==> src/logic/iod_pkg.sv <==
// Constants and types for the I/O register space decoder
package iod_pkg;

    // ------------------------------------------------------------
    // Address space limits
    // ------------------------------------------------------------
    localparam logic [7:0] IOD_BIT_LAST = 8'h1F;     // Last bit-addressable I/O address
    localparam logic [7:0] IOD_IO_LAST = 8'h3F;      // Last port-style I/O address
    localparam logic [7:0] IOD_DATA_OFFSET = 8'h20;  // Data address minus I/O address
    localparam logic [7:0] IOD_EXT_FIRST = 8'h60;    // First extended (load/store only) address
    localparam logic [7:0] IOD_EXT_LAST = 8'hFF;     // Last extended address
    localparam int IOD_LO = 32;                      // Lowest data address held here
    localparam int IOD_HI = 255;                     // Highest data address held here
    localparam logic [7:0] IOD_RESET_VAL = 8'h00;    // Reset value of every register
    localparam logic [7:0] IOD_FULL_MASK = 8'hFF;    // All bits implemented
    localparam logic [7:0] IOD_ONE_HOT = 8'h01;      // Base for single-bit masks

    // ------------------------------------------------------------
    // Register map, data-space addresses
    // ------------------------------------------------------------
    localparam logic [7:0] IOD_TIMER8_IRQ_FLAGS = 8'h35;
    localparam logic [7:0] IOD_TIMER16_IRQ_FLAGS = 8'h36;
    localparam logic [7:0] IOD_GP_SCRATCH_1 = 8'h39;
    localparam logic [7:0] IOD_GP_SCRATCH_2 = 8'h3A;
    localparam logic [7:0] IOD_PIN_CHANGE_FLAGS = 8'h3B;
    localparam logic [7:0] IOD_EXT_IRQ_FLAGS = 8'h3C;
    localparam logic [7:0] IOD_EXT_IRQ_MASK = 8'h3D;
    localparam logic [7:0] IOD_GP_SCRATCH_0 = 8'h3E;
    localparam logic [7:0] IOD_NVM_DATA_CONTROL = 8'h3F;
    localparam logic [7:0] IOD_NVM_DATA_BYTE = 8'h40;
    localparam logic [7:0] IOD_NVM_ADDR_LOW = 8'h41;
    localparam logic [7:0] IOD_NVM_ADDR_HIGH = 8'h42;
    localparam logic [7:0] IOD_TIMER_GLOBAL_CONTROL = 8'h43;
    localparam logic [7:0] IOD_TIMER8_CONTROL_A = 8'h44;
    localparam logic [7:0] IOD_TIMER8_CONTROL_B = 8'h45;
    localparam logic [7:0] IOD_TIMER8_COUNT = 8'h46;
    localparam logic [7:0] IOD_TIMER8_COMPARE_A = 8'h47;
    localparam logic [7:0] IOD_TIMER8_COMPARE_B = 8'h48;
    localparam logic [7:0] IOD_PLL_CONTROL_STATUS = 8'h49;
    localparam logic [7:0] IOD_SERIAL_PORT_CONTROL = 8'h4C;
    localparam logic [7:0] IOD_SERIAL_PORT_STATUS = 8'h4D;
    localparam logic [7:0] IOD_SERIAL_PORT_DATA = 8'h4E;
    localparam logic [7:0] IOD_COMPARATOR_STATUS = 8'h50;
    localparam logic [7:0] IOD_MONITOR_DATA = 8'h51;
    localparam logic [7:0] IOD_MONITOR_STOP_CONTROL = 8'h52;
    localparam logic [7:0] IOD_SLEEP_CONTROL = 8'h53;
    localparam logic [7:0] IOD_RESET_CAUSE_STATUS = 8'h54;
    localparam logic [7:0] IOD_CORE_CONTROL = 8'h55;
    localparam logic [7:0] IOD_SELF_PROGRAM_CONTROL = 8'h57;
    localparam logic [7:0] IOD_STACK_PTR_LOW = 8'h5D;
    localparam logic [7:0] IOD_STACK_PTR_HIGH = 8'h5E;
    localparam logic [7:0] IOD_CPU_STATUS_FLAGS = 8'h5F;
    localparam logic [7:0] IOD_WATCHDOG_CONTROL_STATUS = 8'h60;
    localparam logic [7:0] IOD_CLOCK_PRESCALE = 8'h61;
    localparam logic [7:0] IOD_POWER_REDUCTION = 8'h64;
    localparam logic [7:0] IOD_RC_OSC_CALIBRATION = 8'h66;
    localparam logic [7:0] IOD_PIN_CHANGE_CONTROL = 8'h68;
    localparam logic [7:0] IOD_EXT_IRQ_SENSE_CONTROL = 8'h69;
    localparam logic [7:0] IOD_PIN_CHANGE_MASK_0 = 8'h6A;
    localparam logic [7:0] IOD_PIN_CHANGE_MASK_1 = 8'h6B;
    localparam logic [7:0] IOD_PIN_CHANGE_MASK_2 = 8'h6C;
    localparam logic [7:0] IOD_PIN_CHANGE_MASK_3 = 8'h6D;
    localparam logic [7:0] IOD_TIMER8_IRQ_MASK = 8'h6E;
    localparam logic [7:0] IOD_TIMER16_IRQ_MASK = 8'h6F;
    localparam logic [7:0] IOD_AMPLIFIER0_CONTROL = 8'h75;
    localparam logic [7:0] IOD_AMPLIFIER1_CONTROL = 8'h76;

    // ------------------------------------------------------------
    // Implemented-bit masks of narrow registers
    // ------------------------------------------------------------
    localparam logic [7:0] IOD_T8_FLAG_MASK = 8'h07;
    localparam logic [7:0] IOD_T16_FLAG_MASK = 8'h27;
    localparam logic [7:0] IOD_NIBBLE_MASK = 8'h0F;

    // Access kinds issued by the core
    typedef enum logic [2:0] {
        IOD_OP_IN,
        IOD_OP_OUT,
        IOD_OP_BSET,
        IOD_OP_BCLR,
        IOD_OP_BTEST,
        IOD_OP_LOAD,
        IOD_OP_STORE
    } iod_op_t;

endpackage

==> src/logic/iod_io_decoder.sv <==
// I/O register space decoder: aliasing, bit access, extended space
//
// Function
// Bit set and clear reach every register at I/O addresses 0x00 to 0x1F.
// Bit test on the low range returns whether the selected bit is set.
// Status flags clear on writing one; writing zero leaves them unchanged.
// Bit set or clear touches only the addressed bit, never other flags.
// Bit instructions above I/O address 0x1F are refused.
// Port instructions use I/O addresses 0x00 to 0x3F, mapped onto registers.
// Data address equals I/O address plus 0x20; both reach the same register.
// Extended range 0x60 to 0xFF is reached only by loads and stores.
// Locations present only on larger variants are reserved on the others.
// Reserved addresses read zero and ignore writes without side effects.
`timescale 1ns/1ps

module iod_io_decoder
    import iod_pkg::*;
#(
    parameter bit LARGE_VARIANT = 1'b1
) (
    // Clock and reset
    input wire logic clock_i,
    input wire logic resetn_i,
    // Access request from the core
    input wire logic req_i,
    input wire iod_op_t op_i,
    input wire logic [7:0] addr_i,
    input wire logic [2:0] bit_i,
    input wire logic [7:0] wdata_i,
    // Flag events from peripherals
    input wire logic [7:0] timer8_evt_i,
    input wire logic [7:0] timer16_evt_i,
    input wire logic [7:0] pin_change_evt_i,
    input wire logic [7:0] ext_irq_evt_i,
    // Answer to the core
    output logic ack_o,
    output logic fault_o,
    output logic [7:0] rdata_o,
    output logic bit_o,
    // Pending external interrupt
    output logic ext_irq_pending_o
);

    // ------------------------------------------------------------
    // Decode helpers
    // ------------------------------------------------------------

    // Location exists in this map and in this variant
    function automatic logic is_impl(input logic [7:0] a);
        logic hit;
        hit = 1'b0;
        case (a)
            IOD_TIMER8_IRQ_FLAGS, IOD_TIMER16_IRQ_FLAGS, IOD_GP_SCRATCH_1,
            IOD_GP_SCRATCH_2, IOD_PIN_CHANGE_FLAGS, IOD_EXT_IRQ_FLAGS,
            IOD_EXT_IRQ_MASK, IOD_GP_SCRATCH_0, IOD_NVM_DATA_CONTROL,
            IOD_NVM_DATA_BYTE, IOD_NVM_ADDR_LOW, IOD_NVM_ADDR_HIGH,
            IOD_TIMER_GLOBAL_CONTROL, IOD_TIMER8_CONTROL_A, IOD_TIMER8_CONTROL_B,
            IOD_TIMER8_COUNT, IOD_TIMER8_COMPARE_A, IOD_TIMER8_COMPARE_B,
            IOD_PLL_CONTROL_STATUS, IOD_SERIAL_PORT_CONTROL, IOD_SERIAL_PORT_STATUS,
            IOD_SERIAL_PORT_DATA, IOD_COMPARATOR_STATUS, IOD_SLEEP_CONTROL,
            IOD_RESET_CAUSE_STATUS, IOD_CORE_CONTROL, IOD_SELF_PROGRAM_CONTROL,
            IOD_STACK_PTR_LOW, IOD_STACK_PTR_HIGH, IOD_CPU_STATUS_FLAGS,
            IOD_WATCHDOG_CONTROL_STATUS, IOD_CLOCK_PRESCALE, IOD_POWER_REDUCTION,
            IOD_RC_OSC_CALIBRATION, IOD_PIN_CHANGE_CONTROL, IOD_EXT_IRQ_SENSE_CONTROL,
            IOD_PIN_CHANGE_MASK_0, IOD_PIN_CHANGE_MASK_1, IOD_PIN_CHANGE_MASK_2,
            IOD_PIN_CHANGE_MASK_3, IOD_TIMER8_IRQ_MASK,
            IOD_TIMER16_IRQ_MASK: begin
                hit = 1'b1;
            end
            // variant-only locations
            IOD_AMPLIFIER0_CONTROL, IOD_AMPLIFIER1_CONTROL: begin
                hit = LARGE_VARIANT;
            end
            default: begin
                hit = 1'b0;
            end
        endcase
        return hit;
    endfunction

    // Register whose bits clear on a written one
    function automatic logic is_flag(input logic [7:0] a);
        return (a == IOD_TIMER8_IRQ_FLAGS) || (a == IOD_TIMER16_IRQ_FLAGS) ||
               (a == IOD_PIN_CHANGE_FLAGS) || (a == IOD_EXT_IRQ_FLAGS);
    endfunction

    // Bits that exist in a register; the rest read zero
    function automatic logic [7:0] field_mask(input logic [7:0] a);
        logic [7:0] m;
        m = IOD_FULL_MASK;
        if (a == IOD_TIMER8_IRQ_FLAGS) begin
            m = IOD_T8_FLAG_MASK;
        end else if (a == IOD_TIMER16_IRQ_FLAGS) begin
            m = IOD_T16_FLAG_MASK;
        end else if ((a == IOD_PIN_CHANGE_FLAGS) || (a == IOD_EXT_IRQ_FLAGS)) begin
            m = IOD_NIBBLE_MASK;
        end else if (a == IOD_EXT_IRQ_MASK) begin
            m = IOD_NIBBLE_MASK;
        end
        return m;
    endfunction

    // ------------------------------------------------------------
    // Request decode
    // ------------------------------------------------------------
    logic [7:0] daddr;
    logic legal;
    logic bit_op;
    logic [7:0] one_hot;
    logic [7:0] cell_arr [IOD_LO:IOD_HI];

    // Range checks and translation to data space
    always_comb begin
        daddr = addr_i;
        legal = 1'b0;
        bit_op = (op_i == IOD_OP_BSET) || (op_i == IOD_OP_BCLR) ||
                 (op_i == IOD_OP_BTEST);
        if ((op_i == IOD_OP_IN) || (op_i == IOD_OP_OUT)) begin
            // port range, R07 alias, R08 extended range unreachable
            legal = (addr_i <= IOD_IO_LAST);
            daddr = addr_i + IOD_DATA_OFFSET;
        end else if (bit_op) begin
            // bit instructions on the low range only
            legal = (addr_i <= IOD_BIT_LAST);
            daddr = addr_i + IOD_DATA_OFFSET;
        end else if ((op_i == IOD_OP_LOAD) || (op_i == IOD_OP_STORE)) begin
            // loads and stores reach up to the extended end
            legal = (addr_i >= IOD_DATA_OFFSET) && (addr_i <= IOD_EXT_LAST);
        end
    end

    assign one_hot = IOD_ONE_HOT << bit_i;

    // ------------------------------------------------------------
    // Register cells, one per implemented data address
    // ------------------------------------------------------------
    genvar g;
    generate
        for (g = IOD_LO; g <= IOD_HI; g = g + 1) begin : cell_gen
            localparam logic [7:0] A = 8'(g);
            if (is_impl(A)) begin : impl_gen
                logic [7:0] cell_reg;
                logic [7:0] cell_next;
                logic [7:0] evt;
                logic hit;

                assign hit = req_i && legal && (daddr == A);

                // Next value of one register
                always_comb begin
                    if (A == IOD_TIMER8_IRQ_FLAGS) begin
                        evt = timer8_evt_i;
                    end else if (A == IOD_TIMER16_IRQ_FLAGS) begin
                        evt = timer16_evt_i;
                    end else if (A == IOD_PIN_CHANGE_FLAGS) begin
                        evt = pin_change_evt_i;
                    end else if (A == IOD_EXT_IRQ_FLAGS) begin
                        evt = ext_irq_evt_i;
                    end else begin
                        evt = IOD_RESET_VAL;
                    end
                    cell_next = cell_reg | evt;
                    if (hit) begin
                        case (op_i)
                            IOD_OP_OUT, IOD_OP_STORE: begin
                                // write one clears, event set wins
                                if (is_flag(A)) begin
                                    cell_next = (cell_reg & ~wdata_i) | evt;
                                end else begin
                                    cell_next = wdata_i;
                                end
                            end
                            IOD_OP_BSET: begin
                                // only the addressed bit changes
                                if (is_flag(A)) begin
                                    cell_next = (cell_reg & ~one_hot) | evt;
                                end else begin
                                    cell_next = cell_reg | one_hot;
                                end
                            end
                            IOD_OP_BCLR: begin
                                // clearing a flag bit writes zero, no effect
                                if (!is_flag(A)) begin
                                    cell_next = cell_reg & ~one_hot;
                                end
                            end
                            default: begin
                                cell_next = cell_reg | evt;
                            end
                        endcase
                    end
                    cell_next = cell_next & field_mask(A);
                end

                // Storage flop
                always_ff @(posedge clock_i or negedge resetn_i) begin
                    if (!resetn_i) begin
                        cell_reg <= IOD_RESET_VAL;
                    end else begin
                        cell_reg <= cell_next;
                    end
                end

                assign cell_arr[g] = cell_reg;
            end else begin : rsvd_gen
                // reserved location holds nothing and reads zero
                assign cell_arr[g] = IOD_RESET_VAL;
            end
        end
    endgenerate

    // ------------------------------------------------------------
    // Answer path
    // ------------------------------------------------------------
    logic [7:0] rdata_next;
    logic bit_next;

    // Read mux, zero for refused or reserved locations
    always_comb begin
        rdata_next = IOD_RESET_VAL;
        if (req_i && legal) begin
            rdata_next = cell_arr[daddr];
        end
        // selected bit for the skip decision
        bit_next = rdata_next[bit_i];
    end

    // Answer registers, one cycle after the request
    always_ff @(posedge clock_i or negedge resetn_i) begin
        if (!resetn_i) begin
            ack_o <= 1'b0;
            fault_o <= 1'b0;
            rdata_o <= IOD_RESET_VAL;
            bit_o <= 1'b0;
        end else begin
            ack_o <= req_i;
            fault_o <= req_i && !legal;
            rdata_o <= rdata_next;
            bit_o <= req_i && legal && bit_next;
        end
    end

    // Mask steers the pending output
    always_ff @(posedge clock_i or negedge resetn_i) begin
        if (!resetn_i) begin
            ext_irq_pending_o <= 1'b0;
        end else begin
            ext_irq_pending_o <= |(cell_arr[IOD_EXT_IRQ_FLAGS] & cell_arr[IOD_EXT_IRQ_MASK]);
        end
    end

    // ------------------------------------------------------------
    // Checks
    // ------------------------------------------------------------
    localparam logic [7:0] IO_GP0 = IOD_GP_SCRATCH_0 - IOD_DATA_OFFSET;
    localparam logic [7:0] IO_EIF = IOD_EXT_IRQ_FLAGS - IOD_DATA_OFFSET;

    // answer one cycle later
    ack_timing_a: assert property (@(posedge clock_i) disable iff (!resetn_i)
        req_i |=> ack_o ##1 (!ack_o || $past(req_i)))
        else $error("ack not one cycle after request");

    // bit access above low range
    bit_range_a: assert property (@(posedge clock_i) disable iff (!resetn_i)
        (req_i && bit_op && addr_i > IOD_BIT_LAST) |=> (fault_o && !bit_o))
        else $error("bit access above 0x1F not refused");

    // port read (IN) cannot reach extended space
    port_range_a: assert property (@(posedge clock_i) disable iff (!resetn_i)
        (req_i && op_i == IOD_OP_IN && addr_i > IOD_IO_LAST) |=> (fault_o && rdata_o == 8'h00))
        else $error("port access above 0x3F not refused");

    // port write visible through data address
    alias_path_a: assert property (@(posedge clock_i) disable iff (!resetn_i)
        (req_i && op_i == IOD_OP_OUT && addr_i == IO_GP0) |=>
            (cell_arr[IOD_GP_SCRATCH_0] == $past(wdata_i)))
        else $error("port write missed aliased register");

    // write one clears flags, zero keeps them
    flag_clear_a: assert property (@(posedge clock_i) disable iff (!resetn_i)
        (req_i && ext_irq_evt_i == 8'h00 &&
            ((op_i == IOD_OP_STORE && addr_i == IOD_EXT_IRQ_FLAGS) ||
             (op_i == IOD_OP_OUT && addr_i == IO_EIF)))
            |=> (cell_arr[IOD_EXT_IRQ_FLAGS] ==
                 ($past(cell_arr[IOD_EXT_IRQ_FLAGS]) & ~$past(wdata_i))))
        else $error("flag write-one-clear wrong");

    // bit set changes one bit only
    bit_set_a: assert property (@(posedge clock_i) disable iff (!resetn_i)
        (req_i && op_i == IOD_OP_BSET && addr_i == IO_GP0) |=>
            (cell_arr[IOD_GP_SCRATCH_0] == ($past(cell_arr[IOD_GP_SCRATCH_0]) | $past(one_hot))))
        else $error("bit set disturbed other bits");

    // test result matches selected bit
    bit_test_a: assert property (@(posedge clock_i) disable iff (!resetn_i)
        (req_i && op_i == IOD_OP_BTEST && addr_i <= IOD_BIT_LAST) |=>
            (bit_o == $past(cell_arr[addr_i + IOD_DATA_OFFSET][bit_i])))
        else $error("bit test result wrong");

    // reserved location reads zero
    rsvd_read_a: assert property (@(posedge clock_i) disable iff (!resetn_i)
        (req_i && op_i == IOD_OP_LOAD && addr_i == IOD_MONITOR_DATA) |=> (rdata_o == 8'h00))
        else $error("reserved read not zero");

    // variant-only location reserved on small parts
    variant_a: assert property (@(posedge clock_i) disable iff (!resetn_i)
        (!LARGE_VARIANT && req_i && op_i == IOD_OP_LOAD && addr_i == IOD_AMPLIFIER0_CONTROL)
            |=> (rdata_o == 8'h00))
        else $error("variant-only location not reserved");

endmodule

==> config.mk <==
export PLATFORM = sky130hd
export DESIGN_NAME = iod_io_decoder
export DESIGN_NICKNAME = d
export VERILOG_FILES = /design/src/logic/iod_pkg.sv /design/src/logic/iod_io_decoder.sv
export SDC_FILE = /design/constraint.sdc
export NUM_CORES = 1
export LEC_CHECK = 0
export BUFFER_PORTS_ARGS = -buffer_cell sky130_fd_sc_hd__buf_2
export CAP_MARGIN = 20
export CORE_MARGIN = 2
export CORE_UTILIZATION = 55
export CTS_CLUSTER_SIZE = 10
export DETAILED_ROUTE_END_ITERATION = 8
export GPL_TIMING_DRIVEN = 1
export PLACE_DENSITY_LB_ADDON = 0.15
export SLEW_MARGIN = 25
export SYNTH_ARGS = -nofsm -noshare
export SYNTH_HDL_FRONTEND = slang
export SYNTH_SLANG_ARGS = --single-unit
==> constraint.sdc <==
create_clock -name clock_i -period 2.5 [get_ports clock_i]
set_input_delay 0.375 -clock clock_i [delete_from_list [all_inputs] [get_ports clock_i]]
set_output_delay 0.375 -clock clock_i [all_outputs]
set_load 0.05 [all_outputs]
### After elaboration in Yosys (flattened, before gate mapping)

Cells that the tools add are included.

| cells by class | value |
|---|---|
| $add $sub $neg | 1 |
| order comparisons | 6 |
| eq/ne operators | 50 |
| shift operators | 1 |
| mux-type cells | 59 |
| bitwise operators | 104 |
| reduce and logical (&&, ||, !) cells | 97 |

Operators by type and width:

| operator | number |
|---|---|
| case mux 8 bit (3 select lines) | 39 |
| bitwise AND 8 bit | 39 |
| bitwise OR 8 bit | 39 |
| == test 8 x 7 -> 1 bit (second input constant) | 35 |
| AND reduction 2 bit | 40 |
| == test 8 x 6 -> 1 bit (second input constant) | 9 |
| binary-select mux 8 bit (select 8 bit) | 1 |
| logical AND 1 bit | 48 |
| 2-to-1 mux 8 bit | 5 |
| bitwise OR 4 bit | 7 |
| bitwise AND 4 bit | 6 |
| bitwise OR 6 bit | 3 |
| case mux 4 bit (2 select lines) | 2 |
| bitwise AND 6 bit | 2 |
| case mux 4 bit (3 select lines) | 1 |
| case mux 6 bit (2 select lines) | 1 |
| == test 3 bit (second input constant) | 3 |
| >= comparator 9 bit (second input constant) | 1 |
| NOT 8 -> 9 bit | 1 |
| bitwise OR 3 bit | 3 |
| adder 8 x 6 -> 8 bit (second input constant) | 1 |
| >= comparator 8 x 6 -> 1 bit (second input constant) | 1 |
| <= comparator 8 x 5 -> 1 bit (second input constant) | 1 |
| <= comparator 8 x 6 -> 1 bit (second input constant) | 1 |
| other kinds (20) | 29 |

| storage, ports and cells | value |
|---|---|
| register bits | 343 |
| bits of input ports | 57 |
| word-level logic and storage cells | 367 |

### Logic depth before layout (Yosys ltp)

Gate-level depths: netlist of the first run.

| logic depth | value |
|---|---|
| depth in word-level cells | 13 |
| gate-level depth with buffers | 12 |
| depth with buffers taken out | 8 |

### Worst setup path before layout of the first run

No wires, ideal clock.

| timing path | value |
|---|---|
| path kind | input port to flip-flop |
| from | input op_i[1] |
| to | register cell_gen[84].impl_gen.cell_reg[4] |
| setup time | 137 ps |
| data arrival time | 2214 ps |
| data required time | 2363 ps |
| slack | 149 ps |
| cell stages on the path | 12 |
| buffers on the path | 5 |
| path through | buf_2 -> o21a_1 -> buf_2 -> nor2_1 -> a22o_1 -> buf_2 -> nand4_4 -> or3_1 -> clkbuf_1 -> buf_2 -> nand2_1 -> o21ai_1 |

| on the way | value |
|---|---|
| longest elaborated chain between the ends | 8 |
| elaborated cells on any way between the ends | 23 |
| those cells by class | eq/ne: 7; mux: 6; reduce/logical: 10 |

RTL lines:

| what | line | source |
|---|---|---|
| start: declaration | iod_io_decoder.sv:26 | `input wire iod_op_t op_i,` |
| == test 3 x 2 -> 1 bit (tied with other cells) | iod_io_decoder.sv:116, iod_io_decoder.sv:164 |  |
| logical OR 1 bit (on tied branches) | iod_io_decoder.sv:116, iod_io_decoder.sv:126 |  |
| logical OR 1 bit or 2-to-1 mux 1 bit (tied branches) | iod_io_decoder.sv:116, iod_io_decoder.sv:126 |  |
| 2-to-1 mux 8 bit or 2-to-1 mux 1 bit (tied branches) | iod_io_decoder.sv:122 | `end else if (bit_op) begin` |
| 2-to-1 mux 8 bit or 2-to-1 mux 1 bit (tied branches) | iod_io_decoder.sv:118 | `if ((op_i == IOD_OP_IN) \|\| (op_i == IOD_OP_OUT)) begin` |
| == test 8 x 7 -> 1 bit or logical AND 1 bit (tied branches) | iod_io_decoder.sv:147 | `assign hit = req_i && legal && (daddr == A);` |
| logical AND 1 bit | iod_io_decoder.sv:147 |  |
| AND reduction 2 bit (no source line) | n/a |  |
| end signal: assignment | iod_io_decoder.sv:200 | `cell_reg <= cell_next;` |
| end: declaration | iod_io_decoder.sv:142 | `logic [7:0] cell_reg;` |

Several ways; a longest one is shown, not always the timed one.
A chain may end at the register's enable or synchronous reset.

### Worst setup path after layout of the first run

| timing path | value |
|---|---|
| from | input addr_i[0] |
| to | register bit_o |

| on the way | value |
|---|---|
| longest elaborated chain between the ends | 11 |
| elaborated cells on any way between the ends | 20 |
| those cells by class | add/sub: 1; order compare: 4; mux: 11; bitwise: 1; reduce/logical: 3 |

RTL lines:

| what | line | source |
|---|---|---|
| start: declaration | iod_io_decoder.sv:27 | `input wire logic [7:0] addr_i,` |
| adder 8 x 6 -> 8 bit | iod_io_decoder.sv:121, iod_io_decoder.sv:125 |  |
| 2-to-1 mux 8 bit | iod_io_decoder.sv:122 |  |
| 2-to-1 mux 8 bit | iod_io_decoder.sv:118 |  |
| NOT 8 -> 9 bit (not written as such) | iod_io_decoder.sv:222 | `rdata_next = cell_arr[daddr];` |
| binary-select mux 8 bit (select 8 bit) | iod_io_decoder.sv:222 |  |
| 2-to-1 mux 8 bit (not written as such) (2 in a row) | iod_io_decoder.sv:222 |  |
| 2-to-1 mux 8 bit | iod_io_decoder.sv:221 | `if (req_i && legal) begin` |
| binary-select mux 1 bit (select 3 bit) | iod_io_decoder.sv:225 | `bit_next = rdata_next[bit_i];` |
| 2-to-1 mux 1 bit (not written as such) | iod_io_decoder.sv:225 |  |
| logical AND 1 bit * | iod_io_decoder.sv:239 | `bit_o <= req_i && legal && bit_next;` |
| end signal: assignment | iod_io_decoder.sv:239 |  |
| end: declaration | iod_io_decoder.sv:39 | `output logic bit_o,` |

Every way passes the cells marked *; elsewhere a longest branch is shown, timed or not. The select of a mux whose other input is x is not followed.

==> qor.txt, run 1 <==
status = complete, no violations
clock network power share = 0.417
post-synth top area share = 0.519
Final Hold Fails = 0
Critical Path End Type = flip-flop
VDD IR max = 0.000613 V
number of synthesized flops with an enable pin = 0
cell-internal power = 9140 uW
Post-Synthesis Cells = 1655
DRT iter0 DRCs = 1910
Final nets = 1883
final WL = 59400 um
met1 Use GR = 0.508
synthesized area = 16500 um^2
worst hold path class = input port to flip-flop
Post-synth top flop = dfrtp_1
Ant. Diodes = 0
initial antenna violation count = 1
DRT Pass-1 Iters = 6
register share of total power = 0.456
Combinational Power Share = 0.127
Clock Path Buffers = 3
Non-Filler Instances = 2223
final-report setup violation count = 0
Clock Skews = 0.0159 ns
die width = 177 um
Async SR Flop Fraction = 1.00
fin crit period = 2.41 ns
Yosys warning count = 0
headroom to the max-slew limit = 0.528
area grow syn2layout = 19.0%
vias in the first global route = 14300
cell row count = 63
Largest register FFs = 331
DR vias = 14700
met3 Usage GRT = 0.100
critical path peak fanout = 10
Setup CP Type = input port to flip-flop
TritonCTS buffer count = 41
crit path DAT = 2.82 ns
hpwl dp = 39500 um
leak pwr = 0.00893 uW
Routed Antenna Nets = 0
distinct cell type count after synthesis = 78
IO Pins = 69
H-tree levels = 2
CTS tree = built
Inst Count DP = 2170
worst slew pin tran = 0.707 ns
CTS clk-pin slew, worst paths = 0.05 ns
unrepaired setup endpoints after global routing = no
Die ar. = 31500 um^2
Sw Ratio = 0.267
post-CTS sizing = 0
syn_nets = 1713
commonest cells in the netlist = a21oi_1 (414), dfrtp_1 (343), o21ai_0 (199), nand2_1 (101), clkbuf_1 (76)
GPL Wtd Cong = 1.02
Cell Pwr Density = 634 nW/um^2
gr ovfl total = 0
largest net degree at the start of global routing = 68
sequential-to-total area share from yosys stat = 0.519
Setup Buffers After CTS = 0
clock latency on the worst-skew pair = 0.54 ns
synth top area cells = dfrtp_1 (52%), a21oi_1 (13%), o21ai_0 (6.0%)
GRT busiest layer = met2
clk sinks = 343
WP data required = 2.91 ns
CP Launch Type = input port
Fin Setup TNS = 0 ns
fin crit share = 0.964
Slew Limit Fails = 0
Initial Util = 0.558
Root Driver = clkbuf_16
# DRC = 0
first-pass GRT wire length = 88400 um
MaxCap Viol Count = 0
Via density = 6.62
cell accounting for the most synthesized area = dfrtp_1
share of layout cells above drive strength 1 = 0.226
fmax = 415 MHz
Syn Area/Cell = 10.0 um^2
GRT Util Overall = 0.385
top-count cell post-synth = a21oi_1
number of I/O port buffers = 51
switching power = 3340 uW
chip height = 177 um
drt wl/cell = 26.7 um
FF+latch count, synth = 343
GR Layer Usage met2 = 0.586
core area = 29600 um^2
## per-layer routing
layer  share of wire  vias to the layer above  wire length [um]
met5               0                        -                 0
met4           0.060                        0              3590
met3            0.10                      213              6090
met2            0.45                      816             26800
met1            0.39                     7246             23000
li1                -                     6437                 -
## cells by family (layout without fill, tap and decap cells)
kind of cell / Yosys count / after routing / share of synthesized area
AOI/OAI and AO/OA: 766 / 766 / 0.260
DFF: 343 / 343 / 0.519
and+or+nand+nor: 287 / 287 / 0.0894
buffers and inverters: 158 / 336 / 0.0459
muxes: 97 / 97 / 0.0834
xor gates and xnor gates: 3 / 3 / 0.00159
adders and majority gates: 1 / 1 / 0.000756
## power by group through the flow
| stage | Combinational, uW | Clock, uW | Sequential [uW] |
|---|---|---|---|
| 5_1_grt | 1640 | 5500 | 5700 |
| 6_report | 1580 | 5200 | 5690 |
| 4_1_cts | 1530 | 5250 | 5690 |
| 2_1_floorplan | 671 | 0 | 5800 |
| 3_5_place_dp | 1520 | 0 | 5780 |
| 3_3_place_gp | 1500 | 0 | 5780 |
## cell usage in the layout, fill, tap and decap left out, drive strengths merged, types with 20 or more instances in the layout
| master | n |
|---|---|
| nand3 | 26 |
| mux2 | 27 |
| nand2 | 101 |
| a21oi | 415 |
| nor3 | 25 |
| a21o | 20 |
| mux2i | 40 |
| mux4 | 30 |
| buf | 274 |
| o21ai | 209 |
| a22oi | 20 |
| nor2 | 68 |
| dfrtp | 343 |
| clkbuf | 48 |
## worst paths after layout
path	start	to	slack, ns	cells after the start
hold / removal	pin_change_evt_i[2]	cell_gen[59].impl_gen.cell_reg[2]$_DFF_PN0_	0.01	2
max in group asynchronous	resetn_i	cell_gen[70].impl_gen.cell_reg[4]$_DFFE_PN0P_	1.28	3
setup reg to reg	cell_gen[66].impl_gen.cell_reg[3]$_DFFE_PN0P_	bit_o$_DFF_PN0_	0.13	8
setup / recovery	addr_i[0]	bit_o$_DFF_PN0_	0.09	12
min in group asynchronous	resetn_i	cell_gen[117].impl_gen.cell_reg[2]$_DFFE_PN0P_	0.41	2
hold reg to reg	cell_gen[69].impl_gen.cell_reg[2]$_DFFE_PN0P_	cell_gen[69].impl_gen.cell_reg[2]$_DFFE_PN0P_	0.48	2
## repair_timing
item | 4_1_cts | 5_1_grt
hold endpoints to repair | 60 | 0
hold buffers | 2 | 0
setup endpoints to repair | 0 | 0
## through the flow
| stage | instance area (um^2) | utilization | hold slack, ns | power (uW) | setup slack [ns] |
|---|---|---|---|---|---|
| floorplan | 16500 | - | 0.0794 | 6470 | 0.149 |
| global placement | 18600 | 0.626 | 0.388 | 7280 | -0.268 |
| detailed placement | 18600 | 0.626 | 0.389 | 7300 | -0.379 |
| CTS | 19700 | 0.664 | 0.0164 | 12500 | 0.144 |
| global route | 19700 | 0.664 | 0.00187 | 12800 | 0.0265 |
| finish | 19700 | 0.664 | 0.0133 | 12500 | 0.0899 |
## critical path, stage by stage
cell,delay [ns]
buf_4,0.20
nor2b_1,0.41
buf_4,0.19
buf_4,0.14
a221oi_1,0.09
buf_4,0.15
nor2_1,0.10
a311oi_1,0.11
buf_4,0.16
o311ai_0,0.37
a21boi_0,0.14
nor4_1,0.37
## layout make-up
class                           count  area, um^2
Inverter                            9        33.8
Tap cell                          390         488
Sequential cell                   343        8580
Timing Repair Buffer              276        2240
Fill cell                        2394        9960
Multi-Input combinational cell   1154        7230
Clock inverter                      3        30.0
Clock buffer                       48        1070
Note: power is estimated with default switching activity, not from simulation.
==> inputs of run 2 (changes only) <==
- ABC_AREA: not set -> 1
==> run 2 against run 1 <==
  * Non-clock buffer count shrank 2
  * First-iteration DRC count grew 7.5%
  * Maximum frequency grew 15%
  * Core utilization shrank 1.2 points
  * Combinational power grew 27%
  * Sequential share of layout area shrank 5.2 points
  * Worst hold slack lost 0.0042 ns
  * Sequential power grew 1%
  * Synthesized area grew 15%
==> qor.txt, run 2 <==
Largest register FFs = 331
post-CTS sizing = 0
Cell Pwr Density = 589 nW/um^2
Initial Util = 0.555
Hold Buf Count CTS = 8
GRT busiest layer = met2
status = complete, no violations
GRT Util Overall = 0.406
crit path from = addr_i[0]
fin crit period = 2.10 ns
met1 Use GR = 0.576
CP Launch Type = input port
first-pass GRT wire length = 109000 um
commonest non-fill, non-tap cells in the layout = nand2_1 (687), o21ai_0 (464), dfrtp_1 (343)
VDD IR max = 0.000571 V
Root Driver = clkbuf_16
Reg-to-Reg End = bit_o$_DFF_PN0_
post-synth top area share = 0.451
number of synthesized flops with an enable pin = 0
CTS tree = built
area of the multi-input gates = 8740 um^2
vias in the first global route = 17700
largest net degree at the start of global routing = 74
Via density = 5.90
synth top area cells = dfrtp_1 (45%), nand2_1 (14%), o21ai_0 (12%)
commonest non-fill, non-tap cell in the layout = nand2_1
Clock Skews = 0.0196 ns
critical path peak fanout = 35
IO Pins = 69
cell row count = 68
chip height = 190 um
Yosys warning count = 0
FF-to-FF path depth = 12
CTS clk-pin slew, worst paths = 0.05 ns
Syn Area/Cell = 7.37 um^2
Crit-path slowest cell = buf_12
crit-path cells = buf_2, inv_2, buf_12, buf_12, nand3_1, nand2_1, inv_1, nand2_1, nand3_1, nor2_1, nor2_1, nor2_1, nand2_1, nand3_1, nand2_1, nor2_1, nor2_1, a21oi_1
filler instances = 3009
syn_nets = 2641
fin crit share = 0.840
reg2reg setup slack = 0.43 ns
Async SR Flop Fraction = 1.00
Setup WS pre-CTS = -0.0886 ns
TritonCTS buffer count = 41
DR vias = 19000
Min Hold Slack = 0.00908 ns
slowest stage delay, CP = 0.24 ns
Setup Buffers After CTS = 0
worst slew pin tran = 1.08 ns
sequential-to-total area share from yosys stat = 0.451
met3 Usage GRT = 0.101
Slew Limit Fails = 0
Routed Antenna Nets = 0
top-count cell post-synth = nand2_1
fmax = 476 MHz
core area = 34300 um^2
clock latency on the worst-skew pair = 0.57 ns
GPL Wtd Cong = 1.01
Critical R2R Launch = cell_gen[73].impl_gen.cell_reg[0]$_DFFE_PN0P_
distinct cell type count after synthesis = 50
area grow syn2layout = 17.4%
commonest cells in the netlist = nand2_1 (687), o21ai_0 (466), dfrtp_1 (343), inv_1 (250), nor2_1 (237)
Ant. Diodes = 0
DRT Pass-1 Iters = 6
hpwl dp = 50800 um
leak pwr = 0.0113 uW
Final Hold Fails = 0
worst setup margin = 0.399 ns
final-report setup violation count = 0
crit path DAT = 2.57 ns
die width = 190 um
H-tree levels = 2
Design Area, Final = 22400 um^2
Die ar. = 36100 um^2
# DRC = 0
Top cell by count, worst path = nor2_1
Clock Path Buffers = 3
DP Area = 21100 um^2
MaxCap Viol Count = 0
final WL = 72300 um
worst setup path end = bit_o$_DFF_PN0_
Final nets = 2811
Critical Path End Type = flip-flop
Setup CP Type = input port to flip-flop
number of I/O port buffers = 51
FF+latch count, synth = 343
clk sinks = 343
unrepaired setup endpoints after global routing = no
cell accounting for the most synthesized area = dfrtp_1
headroom to the max-slew limit = 0.281
synthesized area = 19000 um^2
worst hold path class = input port to flip-flop
Register Area = 8580 um^2
drt wl/cell = 22.5 um
Post-synth top flop = dfrtp_1
initial antenna violation count = 3
share of layout cells above drive strength 1 = 0.156
GR Layer Usage met2 = 0.596
DRT iter0 DRCs = 2053
WP data required = 2.97 ns
Post-Synthesis Cells = 2583
gr ovfl total = 0
-- run 2: cell count changes in the layout (fill, tap and decap cells not counted), moves of 30 or more --
| cell | before | now |
|---|---|---|
| inv_1 | 9 | 249 |
| o21ai_0 | 199 | 464 |
| nand2_1 | 101 | 687 |
| mux4_2 | 30 | 0 |
| a21oi_1 | 406 | 194 |
| nand3_1 | 25 | 78 |
| mux2i_1 | 40 | 0 |
| nor2_1 | 67 | 235 |
-- run 2: worst min path at each step --
stage | depth (start not counted) | start | slack, ns | to
floorplan | 0 | resetn_i | 0.08 | ack_o$_DFF_PN0_
detailed placement | 1 | resetn_i | 0.34 | cell_gen[105].impl_gen.cell_reg[6]$_DFFE_PN0P_
finish | 3 | timer8_evt_i[0] | 0.009 | cell_gen[53].impl_gen.cell_reg[0]$_DFF_PN0_
global placement | 1 | resetn_i | 0.34 | cell_gen[105].impl_gen.cell_reg[6]$_DFFE_PN0P_
global route | 2 | pin_change_evt_i[2] | 0.02 | cell_gen[59].impl_gen.cell_reg[2]$_DFF_PN0_
CTS | 3 | timer8_evt_i[0] | 0.0001 | cell_gen[53].impl_gen.cell_reg[0]$_DFF_PN0_
-- run 2: kinds of logic after synthesis --
logic type | synth area share
AOI/OAI and AO/OA | 0.196
adders and majority gates | 0.000657
buffers and inverters | 0.0907
DFF | 0.451
muxes | 0.0118
and+or+nand+nor | 0.250
-- run 2: power by group --
| part | total (uW) | leakage [uW] | switching, uW | internal (uW) |
|---|---|---|---|---|
| Combinational | 2000 | 0.00643 | 1390 | 607 |
| Clock | 5400 | 0.000559 | 2320 | 3080 |
| Sequential | 5760 | 0.00427 | 74.0 | 5690 |
-- run 2: per-stage QoR --
stage               instances  power, uW  TNS (ns)  utilization
floorplan                2583       6830         0            -
global placement         3157       7740   -0.0726        0.617
detailed placement       3157       7780    -0.745        0.617
CTS                      3218      13100         0        0.652
global route             3218      13500         0        0.652
finish                   3218      13200         0        0.652
-- run 2: final cells by class --
| class | instances | area share |
|---|---|---|
| sequential | 343 | 0.384 |
| inverter | 267 | 0.0451 |
| clock inverter | 3 | 0.00101 |
| clock buffer | 50 | 0.0496 |
| timing repair buffer | 274 | 0.104 |
| multi-input combinational | 1826 | 0.391 |
| tap | 455 | 0.0255 |
-- run 2: critical path, delay by kind of cell --
family	cells	cell delay [ns]
compound gates	1	0.15
buf+inv	5	0.86
simple gates	12	1.16
-- run 2: per-layer routing --
layer	routed length, um	vias up
met2	31100	1035
li1	-	8681
met1	30100	9100
met5	16	-
met3	8200	169
met4	2900	2
